--- src/design/pmt8_pkg.sv ---
// Package of constants for the period match timer
package pmt8_pkg;
  // ----------------------------------------
  // Register byte addresses
  // ----------------------------------------
  localparam logic [7:0] PMT8_CONTROL_ADDR = 8'h00;
  localparam logic [7:0] PMT8_COUNT_ADDR = 8'h04;
  localparam logic [7:0] PMT8_PERIOD_ADDR = 8'h08;
  localparam logic [7:0] PMT8_STATUS_ADDR = 8'h0C;
  localparam logic [7:0] PMT8_ENABLE_ADDR = 8'h10;
  localparam logic [7:0] PMT8_CLEAR_ADDR = 8'h14;
  // ----------------------------------------
  // Field positions and reset values
  // ----------------------------------------
  localparam int PMT8_PRE_LSB = 0;
  localparam int PMT8_ON_BIT = 2;
  localparam int PMT8_POST_LSB = 3;
  localparam logic [6:0] PMT8_CONTROL_RESET = 7'h00;
  localparam logic [7:0] PMT8_COUNT_RESET = 8'h00;
  localparam logic [7:0] PMT8_PERIOD_RESET = 8'hFF;
  // ----------------------------------------
  // Cycle counts
  // ----------------------------------------
  localparam int PMT8_INSTR_DIV = 4;
  localparam logic [3:0] PMT8_PRE_MAX_4 = 4'h3;
  localparam logic [3:0] PMT8_PRE_MAX_16 = 4'hF;
endpackage

--- src/design/pmt8_prescaler.sv ---
// Instruction clock divider and timer prescaler
module pmt8_prescaler
  import pmt8_pkg::*;
(
  input wire logic hclk,
  input wire logic hresetn,
  input wire logic run,
  input wire logic clear,
  input wire logic [1:0] prescale_select,
  output logic tick
);
  logic [1:0] phase_reg, phase_next;
  logic [3:0] pre_reg, pre_next;
  logic [3:0] pre_max;
  logic instr;

  // ----------------------------------------
  // Divide by four then by 1, 4 or 16
  // ----------------------------------------
  always_comb begin
    phase_next = phase_reg + 2'h1;
    instr = (phase_reg == 2'(PMT8_INSTR_DIV - 1));
    case (prescale_select)
      2'h0: pre_max = 4'h0;
      2'h1: pre_max = PMT8_PRE_MAX_4;
      default: pre_max = PMT8_PRE_MAX_16;
    endcase
    pre_next = pre_reg;
    tick = 1'b0;
    if (run && instr) begin
      if (pre_reg >= pre_max) begin
        pre_next = 4'h0;
        tick = 1'b1;
      end else begin
        pre_next = pre_reg + 4'h1;
      end
    end
    if (clear) begin
      pre_next = 4'h0;
    end
  end

  always_ff @(posedge hclk or negedge hresetn) begin
    if (!hresetn) begin
      phase_reg <= 2'h0;
      pre_reg <= 4'h0;
    end else begin
      phase_reg <= phase_next;
      pre_reg <= pre_next;
    end
  end
endmodule

--- src/design/pmt8_top.sv ---
// Period match timer with AHB-Lite register slave
//
// Decided for this implementation: the address map and the AHB-Lite interface to the registers.
module pmt8_top
  import pmt8_pkg::*;
(
  input wire logic hclk,
  input wire logic hresetn,
  input wire logic hsel,
  input wire logic [7:0] haddr,
  input wire logic [1:0] htrans,
  input wire logic hwrite,
  input wire logic [2:0] hsize,
  input wire logic [31:0] hwdata,
  input wire logic hready,
  output logic [31:0] hrdata,
  output logic hreadyout,
  output logic hresp,
  output logic pwm_time_base,
  output logic irq
);
  logic [6:0] control_reg, control_next;
  logic [7:0] count_reg, count_next;
  logic [7:0] period_reg, period_next;
  logic [3:0] post_reg, post_next;
  logic flag_reg, flag_next;
  logic enable_reg, enable_next;
  logic match_reg, match_next;
  logic [31:0] rdata_reg, rdata_next;
  logic wr_pend_reg, wr_pend_next;
  logic [7:0] wr_addr_reg, wr_addr_next;
  logic tick, match, set_flag;
  logic wr_count, wr_control, wr_period, wr_enable, wr_clear;
  logic presc_clear;

  function automatic logic hit(input logic [7:0] a, input logic [7:0] r);
    hit = (a == r);
  endfunction

  // ----------------------------------------
  // Bus slave
  // ----------------------------------------
  // Zero wait states, so reads are answered from the address phase
  // Next values are read so a write just before a read is seen
  logic take;
  assign take = hsel && hready && htrans[1];
  assign hreadyout = 1'b1;
  assign hresp = 1'b0;
  assign hrdata = rdata_reg;

  always_comb begin
    wr_pend_next = take && hwrite;
    wr_addr_next = take ? haddr : wr_addr_reg;
    rdata_next = rdata_reg;
    if (take && !hwrite) begin
      case (haddr)
        PMT8_CONTROL_ADDR: rdata_next = 32'(control_next);
        PMT8_COUNT_ADDR: rdata_next = 32'(count_next);
        PMT8_PERIOD_ADDR: rdata_next = 32'(period_next);
        PMT8_STATUS_ADDR: rdata_next = 32'(flag_next);
        PMT8_ENABLE_ADDR: rdata_next = 32'(enable_next);
        default: rdata_next = 32'h0000_0000;
      endcase
    end
  end

  always_ff @(posedge hclk or negedge hresetn) begin
    if (!hresetn) begin
      wr_pend_reg <= 1'b0;
      wr_addr_reg <= 8'h00;
      rdata_reg <= 32'h0000_0000;
    end else begin
      wr_pend_reg <= wr_pend_next;
      wr_addr_reg <= wr_addr_next;
      rdata_reg <= rdata_next;
    end
  end

  assign wr_control = wr_pend_reg && hit(wr_addr_reg, PMT8_CONTROL_ADDR);
  assign wr_count = wr_pend_reg && hit(wr_addr_reg, PMT8_COUNT_ADDR);
  assign wr_period = wr_pend_reg && hit(wr_addr_reg, PMT8_PERIOD_ADDR);
  assign wr_enable = wr_pend_reg && hit(wr_addr_reg, PMT8_ENABLE_ADDR);
  assign wr_clear = wr_pend_reg && hit(wr_addr_reg, PMT8_CLEAR_ADDR);
  assign presc_clear = wr_control || wr_count;

  // ----------------------------------------
  // Prescaler
  // ----------------------------------------
  pmt8_prescaler i_pmt8_prescaler (
    .hclk(hclk),
    .hresetn(hresetn),
    .run(control_reg[PMT8_ON_BIT]),
    .clear(presc_clear),
    .prescale_select(control_reg[PMT8_PRE_LSB +: 2]),
    .tick(tick)
  );

  // ----------------------------------------
  // Counter, postscaler and flag
  // ----------------------------------------
  always_comb begin
    control_next = control_reg;
    period_next = period_reg;
    count_next = count_reg;
    post_next = post_reg;
    enable_next = enable_reg;
    match = 1'b0;
    set_flag = 1'b0;
    if (wr_control) begin
      control_next = hwdata[6:0];
    end
    if (wr_period) begin
      period_next = hwdata[7:0];
    end
    if (wr_enable) begin
      enable_next = hwdata[0];
    end
    // Stopped timer holds count; prescaler gates ticks
    if (tick) begin
      if (count_reg == period_reg) begin
        count_next = 8'h00;
        match = 1'b1;
      end else begin
        count_next = count_reg + 8'h01;
      end
    end
    if (match) begin
      if (post_reg == control_reg[PMT8_POST_LSB +: 4]) begin
        post_next = 4'h0;
        set_flag = 1'b1;
      end else begin
        post_next = post_reg + 4'h1;
      end
    end
    if (wr_count) begin
      count_next = hwdata[7:0];
    end
    if (presc_clear) begin
      post_next = 4'h0;
    end
    // Set wins over a clear in the same cycle
    flag_next = set_flag || (flag_reg && !(wr_clear && hwdata[0]));
    match_next = match;
  end

  always_ff @(posedge hclk or negedge hresetn) begin
    if (!hresetn) begin
      control_reg <= PMT8_CONTROL_RESET;
      count_reg <= PMT8_COUNT_RESET;
      period_reg <= PMT8_PERIOD_RESET;
      post_reg <= 4'h0;
      flag_reg <= 1'b0;
      enable_reg <= 1'b0;
      match_reg <= 1'b0;
    end else begin
      control_reg <= control_next;
      count_reg <= count_next;
      period_reg <= period_next;
      post_reg <= post_next;
      flag_reg <= flag_next;
      enable_reg <= enable_next;
      match_reg <= match_next;
    end
  end

  assign pwm_time_base = match_reg;
  assign irq = flag_reg && enable_reg;
endmodule

--- config.mk ---
export PLATFORM = sky130hd
export DESIGN_NAME = pmt8_top
export DESIGN_NICKNAME = d
export VERILOG_FILES = /design/src/design/pmt8_pkg.sv /design/src/design/pmt8_prescaler.sv /design/src/design/pmt8_top.sv
export SDC_FILE = /design/constraint.sdc
export NUM_CORES = 1
export LEC_CHECK = 0
export BUFFER_PORTS_ARGS = -buffer_cell sky130_fd_sc_hd__buf_2
export CAP_MARGIN = 20
export CORE_MARGIN = 3
export CORE_UTILIZATION = 53
export DETAILED_ROUTE_END_ITERATION = 10
export PLACE_DENSITY = 0.83
export SLEW_MARGIN = 20
export SYNTH_ARGS = -nofsm -noshare
export SYNTH_HDL_FRONTEND = slang
export SYNTH_SLANG_ARGS = --single-unit
--- constraint.sdc ---
create_clock -name hclk -period 7.2 [get_ports hclk]
set_input_delay 1.44 -clock hclk [delete_from_list [all_inputs] [get_ports hclk]]
set_output_delay 1.44 -clock hclk [all_outputs]
set_load 0.02 [all_outputs]
==> metrics.md, run 1 <==
| Metric | Value |
|---|---|
| Status | finished clean |
| Most frequent CP cell | a221o_1 |
| Antenna cells | 0 |
| R2R Setup Slk | 4160 ps |
| GRT Util Overall | 19.9% |
| Total grt overflow | 0 |
| Type of the worst setup path | in2reg |
| Area grow syn2layout | 5.96% |
| MaxCap Viol Count | 0 |
| Via count | 2,509 |
| Syn Inst Count | 324 |
| Port-buffer cells | 31 |
| Placed Instances | 416 |
| Post_cts resized | 0 |
| Crit Path Max Fanout | 6 |
| Die H | 83.6 um |
| Layout cells sized above 1 | 23.3% |
| Clock Sinks | 53 |
| Synthesis Warnings | 0 |
| Filler cells | 476 |
| Core Footprint | 0.00568 mm^2 |
| Vias in the first global route | 2,394 |
| CTS root buffer | clkbuf_8 |
| Ports | 86 |
| Post-synthesis register bit count | 53 |
| 1st-iter DRT viols | 165 |
| Critical path arrival | 3370 ps |
| Cell variety after synth | 59 |
| Setup Viol. Count Final | 0 |
| Final Non-Filler Cells | 424 |
| Synth Flop Type | dfrtp_1 |
| Largest area contributor in the synthesized netlist | dfrtp_1 |
| Worst Tran Pin Value | 713 ps |
| Slowest cell on the critical path | nor4_2 |
| Post-CTS Setup Bufs | 0 |
| Post-DR vias/cell | 5.92 |
| Top cell type's share of synthesized area | 35.3% |
| Rel. slew slack | 52.0% |
| Maximum vdd drop | 0.156 mV |
| Die X | 83.6 um |
| Synthesized area | 0.00319 mm^2 |
| # rows | 27 |
| Post-synth EDFFs | 0 |
| Die area | 0.00698 mm^2 |
| Final Hold Vio Count | 0 |
| Worst skew pair latency | 310 ps |
| CP Cell Sequence | buf_2 > or4_4 > nor4_2 > nand2_1 > o41ai_1 > a221o_1 > a221o_1 |
| Register area | 0.00134 mm^2 |
| Largest net degree at the start of global routing | 54 |
| Pwr dens | 201 mW/mm^2 |
| Footprint of the multi-input gates | 0.00166 mm^2 |
| Clock period minus worst slack | 3120 ps |
| DR DRC count | 0 |
| Fin util | 59.5% |
| H-tree depth | 2 |
| Overall power | 0.679 mW |
| 1st-pass router iterations | 5 |
| CTS Buf Count | 5 |
| Synth async-reset ratio | 100% |
| RSZ-0062 raised after global routing | no |
| Startpoint Class | input port |
| WP data required | 7450 ps |
| Crit share post-route | 43.3% |
| Hold buffer count at CTS | 0 |
| Hold Path Class | reg2reg |
| Leak | 1.50 nW |
| Synth area leaders | dfrtp_1, mux2_2, dfstp_2 |
| Post-Route WL | 6830 um |
| Clk slew on worst S/H paths | 100 ps |
| Initial antenna violation count | 0 |
| Slowest stage delay, CP | 620 ps |
| Global-route wire length before repair | 11,500 um |
| Syn avg cell area | 9.84 um^2 |
| Maximum buffer depth of the clock tree | 2 |
| DPL Wire Length | 5110 um |
| Setup TNS | 0 ps |
| Sequential share of the synthesized area | 41.9% |
| Crit path capture type | register |
| CTS tree | done |
| Final ANT Viol Nets | 0 |
| Fmax | 0.321 GHz |
| Detailed-route wire length per cell | 16.1 um |
| Nets | 409 |
| Initial Util | 56.2% |
| Hold_ws | 433 ps |
| Max-slew violation count | 0 |
| Final Skew | 6.87 ps |
| Gpl congestion | 0.882 |
[power breakdown]
group | switching (mW) | internal [mW] | total [mW]
Clock | 0.103 | 0.0692 | 0.172
Combinational | 0.0821 | 0.0590 | 0.141
Sequential | 0.0353 | 0.331 | 0.366
Total | 0.220 | 0.459 | 0.679
[worst paths after layout]
check,start,endpoint,cells after the start
max reg2reg,control_reg[1],hrdata[2],8
min in group asynchronous,hresetn,post_reg[2],2
min reg2reg,i_pmt8_prescaler.phase_reg[0],i_pmt8_prescaler.phase_reg[0],1
min,i_pmt8_prescaler.phase_reg[0],i_pmt8_prescaler.phase_reg[0],1
max,haddr[1],hrdata[6],7
max in group asynchronous,hresetn,i_pmt8_prescaler.phase_reg[0],2
[cell type report]
class / instances / share of cell area (%)
Multi-Input combinational cell: 250 / 49.2
Sequential cell: 53 / 39.5
Timing Repair Buffer: 33 / 5.04
Tap cell: 72 / 2.67
Clock buffer: 5 / 2.04
Inverter: 8 / 0.889
Clock inverter: 3 / 0.629
[per-layer routing]
metal | track usage, % | up-vias | wire (um)
li1 | - | 1170 | -
met2 | 33.3 | 110 | 3280
met4 | 5.70 | 0 | 119
met3 | 3.26 | 12 | 504
met1 | 26.7 | 1217 | 2920
met5 | 0 | - | 0
[Yosys cell counts (all sizes together) (3+ instances only)]
| library cell | number |
|---|---|
| dfrtp | 45 |
| buf | 32 |
| nor2 | 32 |
| mux2 | 25 |
| nand2 | 18 |
| o21ai | 15 |
| a21oi | 12 |
| nand3 | 11 |
| nor3 | 10 |
| dfstp | 8 |
| ha | 8 |
| inv | 8 |
| xor2 | 8 |
| nand2b | 6 |
| nor2b | 6 |
| a221oi | 5 |
| and3 | 5 |
| clkbuf | 5 |
| nor4 | 5 |
| a22o | 4 |
| and2 | 4 |
| or3 | 4 |
| xnor2 | 4 |
| nand3b | 3 |
| o2111ai | 3 |
| or2 | 3 |
[cell usage in the layout (no fill, tap or decap), types with 3 or more instances in the layout]
master | Yosys | layout
dfstp_2 | 8 | 8
a221oi_1 | 5 | 5
o2111ai_1 | 3 | 3
clkbuf_8 | 0 | 5
inv_1 | 8 | 8
nand3b_1 | 3 | 3
nor2b_1 | 6 | 6
ha_1 | 8 | 8
nand2_1 | 18 | 18
buf_2 | 5 | 31
a21oi_1 | 12 | 12
nor3_1 | 8 | 8
conb_1 | 2 | 26
xor2_1 | 8 | 8
and2_1 | 4 | 4
o21ai_0 | 13 | 13
mux2_2 | 22 | 22
or3_1 | 4 | 4
and3_1 | 5 | 5
nand3_1 | 11 | 11
nor4_1 | 4 | 4
nor2_1 | 31 | 31
nand2b_1 | 6 | 6
a22o_1 | 4 | 4
xnor2_1 | 4 | 4
dfrtp_1 | 45 | 45
[metrics by stage]
stage               area (um^2)  setup slack (ps)
floorplan                  3280              4170
global placement           3290              3790
finish                     3380              4080
global route               3380              3980
detailed placement         3290              3800
CTS                        3380              4110
[logic make-up after synthesis]
logic type,synth area share (%)
multiplexers,9.69
other,0.235
AND/OR/NAND/NOR,19.2
flip-flops,41.9
adder cells (fa/ha/maj),3.14
XOR/XNOR,3.30
AO/OA/AOI/OAI,13.8
buffers and inverters,8.79
[worst max-delay path: cells and delay by family]
kind / cells / cell delay (ps)
and+or+nand+nor: 3 / 1290
buffers and inverters: 1 / 100
AOI/OAI and AO/OA: 3 / 530
No activity file was read; power rests on OpenSTA's default activity.
==> inputs of run 2 (changes only) <==
- clock period: 7.2 -> 3.1 ns (I/O delays scaled with it)
==> metrics.md, run 2 (synthesis gave the netlist of run 1 again) <==
| Metric | Value |
|---|---|
| CP startpoint | control_reg[0] |
| Pwr dens | 465 mW/mm^2 |
| Nets | 415 |
| Type of the worst setup path | reg2reg |
| Hold buffer count at CTS | 0 |
| CTS root buffer | clkbuf_8 |
| Final ANT Viol Nets | 0 |
| RSZ-0062 raised after global routing | no |
| 1st-iter DRT viols | 158 |
| Placed cell area | 0.00333 mm^2 |
| Filler cells | 490 |
| Register area | 0.00134 mm^2 |
| Final Skew | 10.4 ps |
| Hold_ws | 286 ps |
| Rel. slew slack | 61.1% |
| Gpl congestion | 0.913 |
| Crit share post-route | 88.2% |
| Footprint of the multi-input gates | 0.00166 mm^2 |
| CTS tree | done |
| Maximum buffer depth of the clock tree | 2 |
| Crit path capture type | register |
| Post-CTS Setup Bufs | 0 |
| H-tree depth | 2 |
| Vias in the first global route | 2,319 |
| Die H | 83.6 um |
| Clock Sinks | 53 |
| WP data required | 3290 ps |
| Final Hold Vio Count | 0 |
| Startpoint Class | register |
| Area grow syn2layout | 7.49% |
| Via count | 2,539 |
| Most common cell after layout, fill and taps aside | dfrtp_1 |
| MaxCap Viol Count | 0 |
| Post_cts resized | 0 |
| Layout cells sized above 1 | 24.6% |
| Clock period minus worst slack | 2740 ps |
| Fmax | 0.366 GHz |
| Max-slew violation count | 0 |
| R2R Setup Slk | 360 ps |
| Detailed-route wire length per cell | 16.0 um |
| Setup TNS | 0 ps |
| Worst Tran Pin Value | 583 ps |
| Post-Route WL | 6880 um |
| Clk slew on worst S/H paths | 110 ps |
| Antenna cells | 0 |
| Fin util | 60.4% |
| Ports | 86 |
| Die area | 0.00698 mm^2 |
| Initial antenna violation count | 0 |
| DR DRC count | 0 |
| Largest net degree at the start of global routing | 28 |
| Critical Path End | hrdata[2] |
| Maximum vdd drop | 0.467 mV |
| Reg-to-Reg Start | control_reg[0] |
| Setup Viol. Count Final | 0 |
| Total grt overflow | 0 |
| GRT Util Overall | 19.9% |
| Post-DR vias/cell | 5.90 |
| Die X | 83.6 um |
| Global-route wire length before repair | 11,300 um |
| CTS Buf Count | 5 |
| Crit Path Max Fanout | 6 |
| Core Footprint | 0.00568 mm^2 |
| Status | finished clean |
| Hold Path Class | in2async |
| Initial Util | 56.2% |
| Post-Layout Inst Area | 0.00343 mm^2 |
| Most frequent cells in the layout | dfrtp_1, nor2_1, buf_2 |
| R2R depth | 8 |
| # rows | 27 |
| Leak | 1.54 nW |
| Port-buffer cells | 31 |
| Reg-to-reg endpoint | hrdata[2] |
| Worst skew pair latency | 320 ps |
| 1st-pass router iterations | 5 |
| DPL Wire Length | 5220 um |
| Critical path arrival | 2930 ps |
run 2: layout make-up:
type	count	share of cell area, %
Timing Repair Buffer	39	6.28
Tap cell	72	2.63
Multi-Input combinational cell	250	48.5
Clock inverter	3	0.730
Inverter	8	0.876
Clock buffer	5	2.01
Sequential cell	53	39.0
run 2: critical path, cell delays in order, from the launching register on:
cell       delay, ps
dfrtp_1          400
or2_2            310
ha_1             270
nand2b_1         150
a2111oi_2        480
or3_1            290
nor2_1           140
a221oi_1         450
o22ai_1          130
run 2: power breakdown:
group	total (mW)	switching (mW)	internal, mW
sequential	0.849	0.0808	0.768
combinational	0.334	0.193	0.140
clock	0.413	0.248	0.165
total	1.60	0.522	1.07
run 2: per-layer routing:
| layer | up-vias | global-route usage (%) | routed length (um) | share of wire, % |
|---|---|---|---|---|
| met4 | 0 | 6.58 | 98 | 1.4 |
| met2 | 114 | 33.9 | 3370 | 49 |
| met3 | 8 | 3.46 | 505 | 7.3 |
| met5 | - | 0 | 0 | 0 |
| li1 | 1191 | - | - | - |
| met1 | 1226 | 25.7 | 2910 | 42 |
run 2: metrics by stage:
step,setup slack (ps),instances,total power [mW]
3_5_place_dp,388,422,1.19
3_3_place_gp,396,422,1.17
2_1_floorplan,551,348,1.11
4_1_cts,352,430,1.60
6_report,365,430,1.60
5_1_grt,189,430,1.68
run 2: worst min path at each step:
stage               cells past startpoint                          start                       endpoint
floorplan                               0                        hresetn                 control_reg[0]
global placement                        1  i_pmt8_prescaler.phase_reg[0]  i_pmt8_prescaler.phase_reg[0]
detailed placement                      1  i_pmt8_prescaler.phase_reg[0]  i_pmt8_prescaler.phase_reg[0]
CTS                                     1                        hresetn                 control_reg[6]
global route                            1                        hresetn                    post_reg[2]
finish                                  1                        hresetn                 control_reg[3]
==> inputs of run 3 (changes only) <==
- ABC_AREA: not set -> 1
- CORE_UTILIZATION: 53 -> 48
- PLACE_DENSITY: 0.83 -> 0.79
- SETUP_SLACK_MARGIN: not set -> 0.2
- clock period: 3.1 -> 2.5 ns (I/O delays scaled with it)
==> metrics.md, run 3 <==
| Metric | Value |
|---|---|
| Hold Path Class | in2async |
| Most common cell after layout, fill and taps aside | nand2_1 |
| Most frequent cells after synthesis | nand2_1, inv_1, dfrtp_1 |
| Crit share post-route | 84.6% |
| Final Skew | 9.22 ps |
| Post-Route WL | 6960 um |
| Post-Synth Simple-Gate Area | 34.0% |
| Die X | 89.5 um |
| Seq pwr share | 47.8% |
| Initial antenna violation count | 0 |
| 1st-pass router iterations | 4 |
| Slowest cell on the critical path | dfrtp_1 |
| DRT met1 WL | 3160 um |
| Logic pwr share | 32.6% |
| Maximum buffer depth of the clock tree | 2 |
| Synth area leaders | dfrtp_1, nand2_1, dfstp_2 |
| Adder-Cell Fraction of Synth Area | 2.99% |
| Clk slew on worst S/H paths | 100 ps |
| # rows | 29 |
| Port-buffer cells | 31 |
| Post-synthesis register bit count | 53 |
| CTS root buffer | clkbuf_8 |
| Syn Inst Count | 434 |
| Core Footprint | 0.00657 mm^2 |
| Rel. slew slack | 65.7% |
| H-tree depth | 2 |
| RSZ-0062 raised after global routing | no |
| Most frequent cells in the layout | nand2_1, inv_1, dfrtp_1 |
| Worst Tran Pin Value | 513 ps |
| Synthesized area | 0.00335 mm^2 |
| Area grow syn2layout | 8.07% |
| Largest family of logic cells by synthesized area | simple AND/OR/NAND/NOR gates |
| DR DRC count | 0 |
| Total grt overflow | 0 |
| Vias in the first global route | 2,656 |
| Clock Sinks | 53 |
| Maximum vdd drop | 0.453 mV |
| 1st-iter DRT viols | 165 |
| CTS tree | done |
| Pwr dens | 696 mW/mm^2 |
| CTS Buf Count | 5 |
| Top cell type's share of synthesized area | 33.6% |
| R2R depth | 13 |
| Final ANT Viol Nets | 0 |
| Gpl congestion | 0.944 |
| Post-synth EDFFs | 0 |
| Setup TNS | 0 ps |
| Die H | 89.5 um |
| Worst skew pair latency | 310 ps |
| Final Non-Filler Cells | 566 |
| Post-synthesis xor/xnor area fraction | 2.62% |
| Crit Path Max Fanout | 8 |
| Hold buffer count at CTS | 0 |
| Net Sw Power | 0.970 mW |
| Top routing layer used | met4 |
| Critical path arrival | 2320 ps |
| Global-route wire length before repair | 12,000 um |
| Status | finished clean |
| GRT Util Overall | 19.3% |
| Largest area contributor in the synthesized netlist | dfrtp_1 |
| Switching share of total power | 38.5% |
| Synth async-reset ratio | 100% |
| Placed Instances | 557 |
| DPL Wire Length | 5510 um |
| Crit path capture type | register |
| Die area | 0.00801 mm^2 |
| Leak | 2.09 nW |
| Synthesis Warnings | 0 |
| Syn avg cell area | 7.71 um^2 |
| Max-slew violation count | 0 |
| Detailed-route wire length per cell | 12.3 um |
| Clock period minus worst slack | 2110 ps |
| Layout cells sized above 1 | 18.4% |
| Startpoint Class | register |
| Slowest stage delay, CP | 420 ps |
| Largest net degree at the start of global routing | 21 |
| Int Pwr | 1.55 mW |
| Synth Flop Type | dfrtp_1 |
| Initial Util | 51.0% |
| MaxCap Viol Count | 0 |
| Ports | 86 |
| Mux cell area share after synthesis | 0.673% |
| Most common cell in the netlist | nand2_1 |
| Cell variety after synth | 43 |
| Setup Viol. Count Final | 0 |
| WP data required | 2710 ps |
| Met2 routed WL | 3290 um |
| Routed met3 length | 381 um |
| Clk pwr share | 19.6% |
| Sequential share of the synthesized area | 39.9% |
| Via count | 2,720 |
| Nets | 530 |
| Antenna cells | 0 |
| Post-DR vias/cell | 4.81 |
| Fmax | 0.473 GHz |
| Synth Area in Compound Gates | 7.06% |
| Most frequent CP cell | nand2_1 |
| Final Hold Vio Count | 0 |
| CP Cell Sequence | nor2_2 > inv_1 > ha_1 > nand4_1 > nand3_2 > nand2_4 > buf_4 > a21oi_1 > nand2_1 > nand3_1 > nand3_1 > nand2_1 > nand2_1 |
| Type of the worst setup path | reg2reg |
| R2R Setup Slk | 390 ps |
run 3: area by class of cell:
type,instances,area [um^2]
Sequential cell,53,1340
Fill cell,616,2950
Clock inverter,2,13.8
Clock buffer,6,72.6
Multi-Input combinational cell,322,1690
Inverter,55,209
Timing Repair Buffer,35,185
Tap cell,93,116
run 3: path summary, 6_finish.rpt:
path / from / end
min in group hclk: i_pmt8_prescaler.phase_reg[0] / i_pmt8_prescaler.phase_reg[0]
max in group asynchronous: hresetn / period_reg[7]
hold reg to reg: i_pmt8_prescaler.phase_reg[0] / i_pmt8_prescaler.phase_reg[0]
hold / removal: hresetn / post_reg[2]
setup / recovery: control_reg[0] / hrdata[0]
setup reg to reg: control_reg[0] / hrdata[0]
run 3: cells by family after synthesis:
kind of cell,count (synthesis)
AND/OR/NAND/NOR,237
buffers and inverters,83
flip-flops,53
AO/OA/AOI/OAI,39
XOR/XNOR,10
adder cells (fa/ha/maj),8
other,2
multiplexers,2
run 3: per-layer routing:
layer	track usage, %	up-vias
li1	-	1380
met5	0	-
met4	6.63	0
met2	31.3	80
met3	2.76	13
met1	26.5	1247
run 3: stage by stage:
| step | setup slack, ps | hold slack, ps | util (%) | area, um^2 | total power, mW |
|---|---|---|---|---|---|
| final | 385 | 111 | 55.1 | 3620 | 2.52 |
| after global routing | 205 | 131 | 55.1 | 3620 | 2.74 |
| after CTS | 302 | 124 | 54.9 | 3610 | 2.53 |
| after detailed placement | 319 | 416 | 53.6 | 3520 | 2.04 |
| after global placement | 414 | 412 | 53.6 | 3520 | 1.99 |
| after floorplan | 745 | 204 | - | 3440 | 1.87 |
run 3: power groups by stage:
stage	Sequential [mW]	Combinational [mW]	Clock (mW)
CTS	1.20	0.824	0.507
finish	1.20	0.821	0.493
detailed placement	1.22	0.819	0
global placement	1.21	0.782	0
global route	1.24	0.955	0.546
floorplan	1.18	0.689	0
run 3: worst max-delay path, delay by kind of cell, from the launching register on:
| kind | cells | cell delay [ps] |
|---|---|---|
| buf+inv | 2 | 250 |
| compound gates | 1 | 150 |
| simple gates | 9 | 910 |
| flops | 1 | 420 |
| fa+ha+maj | 1 | 270 |
run 3: timing repair:
action | 4_1_cts | 5_1_grt
gates resized for setup | 0 | 1
setup buffers | 0 | 1
endpoints found under the setup margin | 0 | 8
